## src/hdl/discovery_reader_defines.svh

```systemverilog
`ifndef DISCOVERY_READER_DEFINES_SVH
`define DISCOVERY_READER_DEFINES_SVH

////////////////////////////////////////////////////////////////////////////////
// Opcodes and phase lengths
`define UNIQUE_NUMBER_READ_OPCODE   8'h4B
`define DISCOVERY_TABLE_READ_OPCODE 8'h5A
`define UNIQUE_DUMMY_BYTES          3'h4
`define TABLE_ADDR_BYTES            3'h3
`define TABLE_DUMMY_BYTES           3'h1
`define UNIQUE_NUMBER_BITS          128
`define UNIQUE_NUMBER_BYTES         5'h10
`define FILL_BYTE                   8'hFF

////////////////////////////////////////////////////////////////////////////////
// Table contents by byte address
`define SIG_B0          8'h53
`define SIG_B1          8'h46
`define SIG_B2          8'h44
`define SIG_B3          8'h50
`define TBL_REV_MINOR   8'h00
`define TBL_REV_MAJOR   8'h01
`define HDR_COUNT       8'h01
`define HDR0_ID         8'h00
`define HDR_REV_MINOR   8'h00
`define HDR_REV_MAJOR   8'h01
`define HDR0_LEN        8'h09
`define HDR0_PTR_LO     8'h30
`define HDR1_LEN        8'h03
`define HDR1_PTR_LO     8'h60
`define PTR_HI          8'h00
`define ERASE_FLAGS     8'hE5
`define ERASE_4K_OPCODE 8'h20
`define READ_MODE_FLAGS 8'hF1
`define DENSITY_LOW     8'hFF
`define DENSITY_TOP     8'h00
`define QIO_WAIT_MODE   8'h44
`define QIO_OPCODE      8'hEB
`define QOUT_WAIT_MODE  8'h08
`define QOUT_OPCODE     8'h6B

`endif

```

## src/hdl/discovery_reader_pkg.sv

```systemverilog
package discovery_reader_pkg;

  typedef enum logic [2:0] {
    ST_OPCODE,
    ST_ADDR,
    ST_DUMMY,
    ST_DATA,
    ST_IGNORE
  } phase_t;

  typedef enum logic {
    SRC_UNIQUE,
    SRC_TABLE
  } source_t;

endpackage : discovery_reader_pkg

```

## src/hdl/byte_fifo.sv

```systemverilog
`timescale 1ns/1ps
module byte_fifo #(
  parameter int WIDTH = 8,
  parameter int DEPTH = 4
) (
  input  wire logic             clk_sys_i,
  input  wire logic             rst_n_i,
  input  wire logic             ce_i,
  input  wire logic             flush_i,
  input  wire logic             in_valid_i,
  output logic                  in_ready_o,
  input  wire logic [WIDTH-1:0] in_data_i,
  output logic                  out_valid_o,
  input  wire logic             out_ready_i,
  output logic      [WIDTH-1:0] out_data_o
);
  localparam int AW = (DEPTH > 1) ? $clog2(DEPTH) : 1;

  logic [WIDTH-1:0] mem [DEPTH];
  logic [AW-1:0]    wr_ptr;
  logic [AW-1:0]    rd_ptr;
  logic [AW:0]      count;
  logic             push;
  logic             pop;

  // Full test at the count's own width; a narrower cast folds DEPTH to zero
  assign in_ready_o  = (count != (AW+1)'(DEPTH)) && !flush_i;
  assign out_valid_o = (count != '0);
  assign out_data_o  = mem[rd_ptr];
  assign push        = in_valid_i && in_ready_o;
  assign pop         = out_valid_o && out_ready_i && !flush_i;

  always_ff @(posedge clk_sys_i) begin
    if (ce_i && push) begin
      mem[wr_ptr] <= in_data_i;
    end
  end

  // Pointers wrap by hand so any depth works
  always_ff @(posedge clk_sys_i) begin
    if (!rst_n_i || (ce_i && flush_i)) begin
      wr_ptr <= '0;
      rd_ptr <= '0;
      count  <= '0;
    end else if (ce_i) begin
      if (push) begin
        wr_ptr <= (wr_ptr == AW'(DEPTH - 1)) ? '0 : wr_ptr + 1'b1;
      end
      if (pop) begin
        rd_ptr <= (rd_ptr == AW'(DEPTH - 1)) ? '0 : rd_ptr + 1'b1;
      end
      count <= count + (AW+1)'(push) - (AW+1)'(pop);
    end
  end

endmodule : byte_fifo

```

## src/hdl/discovery_reader.sv

```systemverilog
`timescale 1ns/1ps
`include "discovery_reader_defines.svh"
// Overview of operation
// - A fixed 128-bit unique number per part; no command changes it.
// - Opcode 4B as first byte after select low starts unique read.
// - Four dummy bytes, then the full unique number out once, then FFH until deselect.
// - Opcode 5Ah then three address bytes pick the first table byte.
// - One dummy byte, then table bytes out like single-line fast read.
// - Deselect at any point in data ends the read and releases output.
// - Bytes 00H to 03H return signature 53H 46H 44H 50H.
// - Byte 04H returns 00H, byte 05H returns 01H.
// - Byte 06H returns 01H: two parameter headers follow.
// - Bytes 07H, 0FH and 17H return fixed FFH.
// - First header: ID 00H, rev 1.0, 09H dwords, pointer 000030H.
// - Second header: vendor ID, rev 1.0, 03H dwords, pointer 000060H.
// - Byte 30H returns E5H; byte 31H returns erase opcode 20H.
// - Byte 32H returns F1H; byte 33H returns FFH.
// - Byte 38H returns 44H; byte 39H returns EBH.
// - Byte 3AH returns 08H; byte 3BH returns 6BH.
module discovery_reader #(
  parameter logic [127:0] UNIQUE_NUMBER = 128'h0123456789ABCDEF_FEDCBA9876543210,
  // Arbitrary vendor identifier, not any real maker's code
  parameter logic [7:0]   VENDOR_ID     = 8'hA5,
  parameter int           FIFO_DEPTH    = 4
) (
  input  wire logic        clk_sys_i,
  input  wire logic        rst_n_i,
  input  wire logic        ce_i,
  input  wire logic        cs_n_i,
  input  wire logic        sck_i,
  input  wire logic        si_i,
  output logic             so_o,
  output logic             so_oe_o,
  output logic             frame_active_o,
  output logic             unique_read_o,
  output logic             table_read_o,
  output logic             unknown_cmd_o,
  output logic [23:0]      table_addr_o
);

  //////////////////////////////////////////////////////////////////////////////
  // Table contents

  function automatic logic [7:0] table_byte(input logic [23:0] addr,
                                            input logic [7:0]  vid);
    logic [7:0] b;
    b = `FILL_BYTE;
    if (addr[23:8] == 16'h0000) begin
      unique case (addr[7:0])
        8'h00:   b = `SIG_B0;
        8'h01:   b = `SIG_B1;
        8'h02:   b = `SIG_B2;
        8'h03:   b = `SIG_B3;
        8'h04:   b = `TBL_REV_MINOR;
        8'h05:   b = `TBL_REV_MAJOR;
        8'h06:   b = `HDR_COUNT;
        8'h07:   b = `FILL_BYTE;
        8'h08:   b = `HDR0_ID;
        8'h09:   b = `HDR_REV_MINOR;
        8'h0A:   b = `HDR_REV_MAJOR;
        8'h0B:   b = `HDR0_LEN;
        8'h0C:   b = `HDR0_PTR_LO;
        8'h0D:   b = `PTR_HI;
        8'h0E:   b = `PTR_HI;
        8'h0F:   b = `FILL_BYTE;
        8'h10:   b = vid;
        8'h11:   b = `HDR_REV_MINOR;
        8'h12:   b = `HDR_REV_MAJOR;
        8'h13:   b = `HDR1_LEN;
        8'h14:   b = `HDR1_PTR_LO;
        8'h15:   b = `PTR_HI;
        8'h16:   b = `PTR_HI;
        8'h17:   b = `FILL_BYTE;
        8'h30:   b = `ERASE_FLAGS;
        8'h31:   b = `ERASE_4K_OPCODE;
        8'h32:   b = `READ_MODE_FLAGS;
        8'h33:   b = `FILL_BYTE;
        8'h34:   b = `DENSITY_LOW;
        8'h35:   b = `DENSITY_LOW;
        8'h36:   b = `DENSITY_LOW;
        8'h37:   b = `DENSITY_TOP;
        8'h38:   b = `QIO_WAIT_MODE;
        8'h39:   b = `QIO_OPCODE;
        8'h3A:   b = `QOUT_WAIT_MODE;
        8'h3B:   b = `QOUT_OPCODE;
        default: b = `FILL_BYTE;
      endcase
    end
    return b;
  endfunction : table_byte

  //////////////////////////////////////////////////////////////////////////////
  // Serial clock edges, pins already synchronous to clk_sys_i

  discovery_reader_pkg::phase_t  phase;
  discovery_reader_pkg::source_t source;

  logic        sck_q;
  logic        sck_rise;
  logic        sck_fall;
  logic [2:0]  bit_cnt;
  logic [2:0]  byte_cnt;
  logic [7:0]  in_sr;
  logic [7:0]  next_in_byte;
  logic        byte_done;
  logic [23:0] fetch_addr;
  logic [4:0]  uid_idx;
  logic [7:0]  fetch_byte;
  logic        fill_en;
  logic        fifo_in_ready;
  logic        fifo_out_valid;
  logic        fifo_pop;
  logic [7:0]  fifo_out_data;
  logic [7:0]  out_sr;
  logic [2:0]  out_cnt;

  assign sck_rise     = sck_i && !sck_q && !cs_n_i;
  assign sck_fall     = !sck_i && sck_q && !cs_n_i;
  assign next_in_byte = {in_sr[6:0], si_i};
  assign byte_done    = sck_rise && (bit_cnt == 3'h7);

  always_ff @(posedge clk_sys_i) begin
    if (!rst_n_i) begin
      sck_q <= 1'b0;
    end else if (ce_i) begin
      sck_q <= sck_i;
    end
  end

  // Input shift and bit counting on rising serial clock
  always_ff @(posedge clk_sys_i) begin
    if (!rst_n_i) begin
      in_sr   <= 8'h00;
      bit_cnt <= 3'h0;
    end else if (ce_i) begin
      if (cs_n_i) begin
        bit_cnt <= 3'h0;
      end else if (sck_rise) begin
        in_sr   <= next_in_byte;
        bit_cnt <= bit_cnt + 3'h1;
      end
    end
  end

  //////////////////////////////////////////////////////////////////////////////
  // Command phase sequencing

  always_ff @(posedge clk_sys_i) begin
    if (!rst_n_i) begin
      phase    <= discovery_reader_pkg::ST_OPCODE;
      source   <= discovery_reader_pkg::SRC_TABLE;
      byte_cnt <= 3'h0;
    end else if (ce_i) begin
      if (cs_n_i) begin
        phase    <= discovery_reader_pkg::ST_OPCODE;
        byte_cnt <= 3'h0;
      end else if (byte_done) begin
        byte_cnt <= byte_cnt + 3'h1;
        unique case (phase)
          discovery_reader_pkg::ST_OPCODE: begin
            byte_cnt <= 3'h0;
            if (next_in_byte == `UNIQUE_NUMBER_READ_OPCODE) begin
              source <= discovery_reader_pkg::SRC_UNIQUE;
              phase  <= discovery_reader_pkg::ST_DUMMY;
            end else if (next_in_byte == `DISCOVERY_TABLE_READ_OPCODE) begin
              source <= discovery_reader_pkg::SRC_TABLE;
              phase  <= discovery_reader_pkg::ST_ADDR;
            end else begin
              // Other commands belong to other blocks
              phase <= discovery_reader_pkg::ST_IGNORE;
            end
          end
          discovery_reader_pkg::ST_ADDR: begin
            if (byte_cnt == `TABLE_ADDR_BYTES - 3'h1) begin
              byte_cnt <= 3'h0;
              phase    <= discovery_reader_pkg::ST_DUMMY;
            end
          end
          discovery_reader_pkg::ST_DUMMY: begin
            if ((source == discovery_reader_pkg::SRC_UNIQUE &&
                 byte_cnt == `UNIQUE_DUMMY_BYTES - 3'h1) ||
                (source == discovery_reader_pkg::SRC_TABLE &&
                 byte_cnt == `TABLE_DUMMY_BYTES - 3'h1)) begin
              byte_cnt <= 3'h0;
              phase    <= discovery_reader_pkg::ST_DATA;
            end
          end
          discovery_reader_pkg::ST_DATA,
          discovery_reader_pkg::ST_IGNORE: begin
            byte_cnt <= 3'h0;
          end
        endcase
      end
    end
  end

  //////////////////////////////////////////////////////////////////////////////
  // Byte fetch into the FIFO; prefill starts in the dummy phase so the
  // first data bit never waits on a lookup

  always_ff @(posedge clk_sys_i) begin
    if (!rst_n_i) begin
      fetch_addr <= 24'h000000;
      uid_idx    <= 5'h00;
    end else if (ce_i) begin
      if (cs_n_i) begin
        uid_idx <= 5'h00;
      end else if (phase == discovery_reader_pkg::ST_ADDR && sck_rise) begin
        fetch_addr <= {fetch_addr[22:0], si_i};
      end else if (fill_en && fifo_in_ready) begin
        if (source == discovery_reader_pkg::SRC_TABLE) begin
          fetch_addr <= fetch_addr + 24'h000001;
        end else if (uid_idx != `UNIQUE_NUMBER_BYTES) begin
          uid_idx <= uid_idx + 5'h01;
        end
      end
    end
  end

  assign fill_en = !cs_n_i && (phase == discovery_reader_pkg::ST_DUMMY ||
                               phase == discovery_reader_pkg::ST_DATA);

  // Unique number goes out most significant byte first; past its end the
  // line idles high rather than wrapping
  always_comb begin
    fetch_byte = `FILL_BYTE;
    if (source == discovery_reader_pkg::SRC_TABLE) begin
      fetch_byte = table_byte(fetch_addr, VENDOR_ID);
    end else if (uid_idx != `UNIQUE_NUMBER_BYTES) begin
      fetch_byte = UNIQUE_NUMBER[(15 - 32'(uid_idx)) * 8 +: 8];
    end
  end

  byte_fifo #(
    .WIDTH (8),
    .DEPTH (FIFO_DEPTH)
  ) u_fifo (
    .clk_sys_i   (clk_sys_i),
    .rst_n_i     (rst_n_i),
    .ce_i        (ce_i),
    .flush_i     (cs_n_i),
    .in_valid_i  (fill_en),
    .in_ready_o  (fifo_in_ready),
    .in_data_i   (fetch_byte),
    .out_valid_o (fifo_out_valid),
    .out_ready_i (fifo_pop),
    .out_data_o  (fifo_out_data)
  );

  //////////////////////////////////////////////////////////////////////////////
  // Output shifter, changes on falling serial clock

  assign fifo_pop = sck_fall && (phase == discovery_reader_pkg::ST_DATA) &&
                    (out_cnt == 3'h0);

  always_ff @(posedge clk_sys_i) begin
    if (!rst_n_i) begin
      so_o    <= 1'b1;
      so_oe_o <= 1'b0;
      out_sr  <= 8'h00;
      out_cnt <= 3'h0;
    end else if (ce_i) begin
      so_oe_o <= !cs_n_i && (phase == discovery_reader_pkg::ST_DATA);
      if (cs_n_i || phase != discovery_reader_pkg::ST_DATA) begin
        out_cnt <= 3'h0;
        so_o    <= 1'b1;
      end else if (sck_fall) begin
        if (out_cnt == 3'h0) begin
          // An empty FIFO cannot occur at legal clock rates; send ones
          so_o    <= fifo_out_valid ? fifo_out_data[7] : 1'b1;
          out_sr  <= fifo_out_valid ? {fifo_out_data[6:0], 1'b0} : 8'hFF;
          out_cnt <= 3'h7;
        end else begin
          so_o    <= out_sr[7];
          out_sr  <= {out_sr[6:0], 1'b0};
          out_cnt <= out_cnt - 3'h1;
        end
      end
    end
  end

  //////////////////////////////////////////////////////////////////////////////
  // Status outputs

  always_ff @(posedge clk_sys_i) begin
    if (!rst_n_i) begin
      frame_active_o <= 1'b0;
      unique_read_o  <= 1'b0;
      table_read_o   <= 1'b0;
      unknown_cmd_o  <= 1'b0;
      table_addr_o   <= 24'h000000;
    end else if (ce_i) begin
      frame_active_o <= !cs_n_i;
      unique_read_o  <= !cs_n_i && source == discovery_reader_pkg::SRC_UNIQUE
                        && (phase == discovery_reader_pkg::ST_DUMMY ||
                            phase == discovery_reader_pkg::ST_DATA);
      table_read_o   <= !cs_n_i && source == discovery_reader_pkg::SRC_TABLE
                        && (phase == discovery_reader_pkg::ST_ADDR ||
                            phase == discovery_reader_pkg::ST_DUMMY ||
                            phase == discovery_reader_pkg::ST_DATA);
      unknown_cmd_o  <= !cs_n_i && phase == discovery_reader_pkg::ST_IGNORE;
      table_addr_o   <= fetch_addr;
    end
  end

endmodule : discovery_reader

```

## config.mk

```make
export PLATFORM = sky130hd
export DESIGN_NAME = discovery_reader
export DESIGN_NICKNAME = d
export VERILOG_FILES = /design/src/hdl/discovery_reader_pkg.sv /design/src/hdl/byte_fifo.sv /design/src/hdl/discovery_reader.sv
export VERILOG_INCLUDE_DIRS = /design/src /design/src/hdl
export SDC_FILE = /design/constraint.sdc
export NUM_CORES = 1
export LEC_CHECK = 0
export BUFFER_PORTS_ARGS = -buffer_cell sky130_fd_sc_hd__buf_2
export CORE_MARGIN = 3
export CORE_UTILIZATION = 60
export DETAILED_ROUTE_END_ITERATION = 7
export PLACE_DENSITY = 0.87
export SLEW_MARGIN = 20
export SYNTH_ARGS = -nofsm -noshare
export SYNTH_HDL_FRONTEND = slang
export SYNTH_SLANG_ARGS = --single-unit
```

## constraint.sdc

```tcl
create_clock -name clk_sys_i -period 7.4 [get_ports clk_sys_i]
set_clock_uncertainty 0.2 [all_clocks]
set_input_delay 0 -clock clk_sys_i [delete_from_list [all_inputs] [get_ports clk_sys_i]]
set_output_delay 0 -clock clk_sys_i [all_outputs]
set_load 0.01 [all_outputs]
```

Word-level counts from Yosys, hierarchy flattened
Memory sizes are Yosys's and may differ from the RTL's. A register that Yosys moved wholly into a read port is not among the register bits.
Index checks and enable logic that the tools add are counted.
- div/mod/pow operators: 0
- shift operators: 1
- reductions and logical operators: 60
- add/subtract/negate cells: 10
- bitwise gates (word level): 3
- magnitude comparators: 0
- mux-type cells: 45
- eq/ne operators: 18
- multiply operators: 0
- operators with widths (kind ; count):
    $shiftx A128 B33 Y8 const A ; 1
    $mux W24 ; 3
    $mux W8 ; 6
    $mux W3 ; 15
    $mux W5 ; 5
    $add A24 B1 Y24 const B ; 1
    $logic_and A1 B1 Y1 ; 23
    $pmux W3 S3 ; 2
    $eq A8 B7 Y1 const B ; 2
    $logic_not A16 Y1 ; 1
    $reduce_bool A2 Y1 ; 8
    $reduce_and A5 Y1 ; 3
    $eq A3 B2 Y1 const B ; 4
    $mux W6 ; 2
    $reduce_and A2 Y1 ; 5
    $logic_not A3 Y1 ; 3
    $ne A3 B3 Y1 const B ; 3
    $mux W1 ; 8
    $mux W2 ; 4
    $add A3 B1 Y3 const B ; 2
    $eq A3 B3 Y1 const B ; 2
    $logic_or A1 B1 Y1 ; 6
    $reduce_and A3 Y1 ; 2
    $sub A4 B5 Y6 const A ; 1
    17 further kinds ; 25
- memories kept: 2
- bits in registers: 95
- word-level logic and storage cells: 159
- bits in writable memories: 32
- memory bits (read-only): 512
- output and inout bits: 30
- latch bits: 0
- memories (name ; words ; width ; read ports ; clocked after memory_dff ; write ports ; line ; RTL):
    (name not given) ; 64 ; 8 ; 1 ; 1 ; 0 ; discovery_reader.sv:49 ; unique case (addr[7:0])
    u_fifo.mem ; 4 ; 8 ; 1 ; 1 ; 1 ; byte_fifo.sv:19 ; logic [WIDTH-1:0] mem [DEPTH];

Longest topological paths before layout
- depth in word-level cells: 10
- gate-level depth with buffers: 16

Hierarchy
A second synthesis with hierarchy kept.
- cells, all modules: 775
- area, all modules: 7084.3 um^2
- modules (own cells, without submodules) (module ; seq. area each (um^2) ; times used ; cells an instance ; area each (um^2)):
    discovery_reader ; 1921.8 ; 1 ; 674 ; 5386.4
    byte_fifo ; 1141.1 ; 1 ; 101 ; 1697.9

Worst setup path after synthesis
Ideal clock, no wire load.
- path kind: register to register
- start point: register out_cnt[0]
- end point: register u_fifo.count[2]
- arrival time: 2.555 ns
- path buffers: 2
- required time: 7.072 ns
- cell stages (with the launch flop): 17
- slack: 4.518 ns
- path through: dfxtp_1 > inv_1 > ha_1 > nor2b_1 > clkbuf_1 > nand2b_1 > clkbuf_1 > nor3_1 > ha_1 > inv_1 > ha_1 > inv_1 > fa_1 > xor2_1 > nand2_1 > xor2_1 > nor2_1
- cells in the longest elaborated chain, start to end: 5
- RTL lines (what ; line ; RTL):
    from (decl) ; discovery_reader.sv:115 ; logic [2:0] out_cnt;
    from (signal assigned) ; discovery_reader.sv:276 ; out_cnt <= out_cnt - 3'h1;
    $logic_not A3 Y1 ; discovery_reader.sv:254 ; (out_cnt == 3'h0);
    $logic_and A1 B1 Y1 ; discovery_reader.sv:253 ; assign fifo_pop = sck_fall && (phase == discovery_reader_pkg::ST_DATA) &&
    $logic_and A1 B1 Y1 (2 in a row) ; byte_fifo.sv:31 ; assign pop = out_valid_o && out_ready_i && !flush_i;
    $sub A3 B1 Y3 ; byte_fifo.sv:52 ; count <= count + (AW+1)'(push) - (AW+1)'(pop);
    to (signal assigned) ; byte_fifo.sv:52 ;
    to (decl) ; byte_fifo.sv:22 ; logic [AW:0] count;
Every way passes these cells.
A chain may end at the register's enable or synchronous reset.

==> results.py <==
metrics = {
    "power_and_ir_drop": {
        "power_density_mw_per_mm2": 226,
        "peakVddDrop_uv": 224,
        "p_total_mw": 1.76,
        "p_leak_nw": 2.98,
    },
    "drt": {
        "drc": 0,
        "wirelength_um": 16600,
        "detail-route-antenna-nets": 0,
        "viasPerCell": 6.41,
        "drt_iter0_drc": 691,
        "wire_per_inst_um": 18.1,
        "num_vias": 5868,
        "drt_first_pass_iters": 7,
    },
    "timing": {
        "finalSetupViolCount": 0,
        "max_freq_mhz": 242,
        "rsz0062_at_grt": "false",
        "tns_ps": 0,
        "timing.hold.ws_ps": 22.8,
        "period_needed_ps": 4130,
        "drv_slew": 0,
        "tightest_slew_ps": 924,
        "max_slew_margin_pct": 37.5,
        "finalHoldViolations": 0,
        "finalCritPeriodShare_pct": 55.9,
    },
    "cts": {
        "post-cts-setup-buffers": 0,
        "cts_tree": "done",
        "clockRootBuffer": "clkbuf_16",
        "cts_sinks": 137,
        "clk_pin_slew_ps": 60,
        "cts_buffers": 17,
        "htree_levels": 4,
        "clk_latency_ps": 440,
        "cts_buffer_depth": 2,
        "cts_resized": 0,
    },
    "floorplanning": {
        "core_area_mm2": 0.0111,
        "dieArea_mm2": 0.0129,
        "io_pins": 36,
        "rows": 38,
        "start_util_pct": 62.7,
        "die_h_um": 114,
        "dieWidth_um": 114,
    },
    "synthesis": {
        "yosysWarningCount": 0,
        "syn_area_per_cell_um2": 9.29,
        "syn-num-nets": 779,
        "ys.flop_type": "dfxtp_1",
        "syn_area_mm2": 0.00694,
        "synth-edff-count": 32,
        "synth-seq-area-share_pct": 44.1,
        "yosys.cell_types.count": 87,
        "synth-seq-cells": 137,
        "synthArstFlopShare_pct": 0,
        "syn_inst": 747,
    },
    "final_layout": {
        "area_growth_pct": 12.0,
        "drive_above_1_share_pct": 12.9,
        "n_antenna_cell": 0,
        "seqCellArea_mm2": 0.00306,
        "nFillCells": 794,
        "nets": 794,
        "multiInputGateArea_mm2": 0.00355,
    },
    "critical_path": {
        "worstRegToRegCells": 8,
        "start_kind": "flip-flop",
        "worstPathArrival_ps": 4290,
        "required_ps": 7550,
        "endpoint_kind": "flip-flop",
        "crit_fanout": 12,
        "crit_type": "flip-flop to flip-flop",
    },
    "place": {
        "dp_hpwl_um": 10400,
        "portBuffers": 35,
        "gp_congestion": 0.873,
    },
    "global_routing": {
        "grt_pass1_wl_um": 27300,
        "grt_usage_pct": 26.3,
        "grt_pass1_vias": 5566,
        "grt_max_degree": 75,
        "grt_overflow": 0,
        "antenna_found_initial": 0,
    },
    "hold_path": {
        "hp-class": "input pin to flip-flop",
        "holdPathStages": 4,
    },
    "job": {
        "maxCapViolCount": 0,
    },
    "outcome": {
        "status": "completed",
    },
}
[cells in the final DEF, fill, tap and decap left out, types with 5 or more instances in the layout]
cell type,instances
a31oi_1,7
buf_2,35
nand2b_1,15
nand2_1,62
edfxtp_1,32
mux4_2,8
and3_1,13
o21ai_0,34
dfxtp_1,105
o221ai_1,7
a22oi_1,13
a21oi_1,59
nor3_1,12
and2_1,7
nor2_1,92
xor2_1,6
a211oi_1,7
o21a_1,5
nand4_1,7
a22o_1,8
bufinv_16,5
nand3_1,19
clkbuf_16,17
ha_1,25
inv_1,28
mux2i_1,33
[final timing paths]
path | from | end | slack, ps
min reg2reg | out_sr[4] | out_sr[4] | 260
max | phase[1] | flip-flop | 3270
min | ce_i | table_read_o | 20
max reg2reg | phase[1] | flip-flop | 3270
[worst max-delay path, stage by stage, from the launching register on]
cell	delay, ps
dfxtp_1	630
nor4bb_2	910
and3_1	540
o32ai_1	230
o21ai_1	660
inv_2	200
a21oi_2	290
o21ai_0	180
a32oi_1	210
[per-stage QoR]
stage          worst slack (ps)  util (%)  area, um2  std cells
6_report                   3270      70.2       7770        915
4_1_cts                    3080      70.1       7770        915
3_3_place_gp               3460      64.1       7100        879
2_1_floorplan              4520         -       6940        747
3_5_place_dp               3170      64.1       7100        879
5_1_grt                    3020      70.2       7770        915
[registers in the layout, summed over array words and instances, names as in the netlist, 2 cells and up, named ones only]
| register | flops |
|---|---|
| uid_idx | 5 |
| fetch_addr | 24 |
| u_fifo.mem | 32 |
| u_fifo.wr_ptr | 2 |
| table_addr_o | 24 |
| out_sr | 8 |
| phase | 3 |
| byte_cnt | 3 |
| in_sr | 7 |
| u_fifo.rd_ptr | 2 |
| u_fifo.count | 3 |
| bit_cnt | 3 |
| out_cnt | 3 |
[where the power goes]
part / switching (mW) / total (mW) / internal (mW)
clock: 0.325 / 0.915 / 0.591
sequential: 0.00695 / 0.777 / 0.770
combinational: 0.0442 / 0.0665 / 0.0224
total: 0.376 / 1.76 / 1.38
[metal layers]
layer / vias up / routed length, um / GRT usage, %
met1: 2803 / 6980 / 33.1
met2: 285 / 8050 / 43.0
met4: 0 / 291 / 8.33
li1: 2736 / - / -
met5: - / 0 / 0
met3: 44 / 1250 / 8.49
[cells by family after synthesis]
kind of cell,after synthesis,synth area share [%]
AO/OA/AOI/OAI,189,18.3
XOR/XNOR,10,1.26
adder cells (fa/ha/maj),26,4.79
buffers and inverters,77,4.87
flip-flops,137,44.1
multiplexers,41,7.35
AND/OR/NAND/NOR,267,19.3
[final cells by class]
class	count	area share, %
sequential	137	39.4
clock inverter	15	2.62
clock buffer	17	5.47
multi-input combinational	533	45.6
timing repair buffer	41	2.96
inverter	32	1.64
tap	140	2.25
[cells in the mapped netlist, types with 7 or more instances]
cell type,number,area (um2)
o21ai_0,34,170
nand2b_1,15,93.8
mux4_2,8,180
edfxtp_1,32,961
inv_1,29,109
nor3_1,12,60.1
and2_1,7,43.8
ha_1,25,313
a31oi_1,7,43.8
nand4_1,7,43.8
nand2_1,62,233
mux2i_1,33,330
and3_1,13,81.3
nand3_1,19,95.1
dfxtp_1,105,2100
a22o_1,8,70.1
nor2_1,92,345
buf_1,11,41.3
a211oi_1,7,52.6
a22oi_1,13,97.6
a21oi_1,59,295
o221ai_1,7,61.3
clkbuf_1,23,86.3
[repair_timing]
item | in CTS | in global routing
hold endpoints to repair | 17 | 0
endpoints found under the setup margin | 0 | 0
hold buffers | 4 | 0
Power figures use the tool's default switching activity.
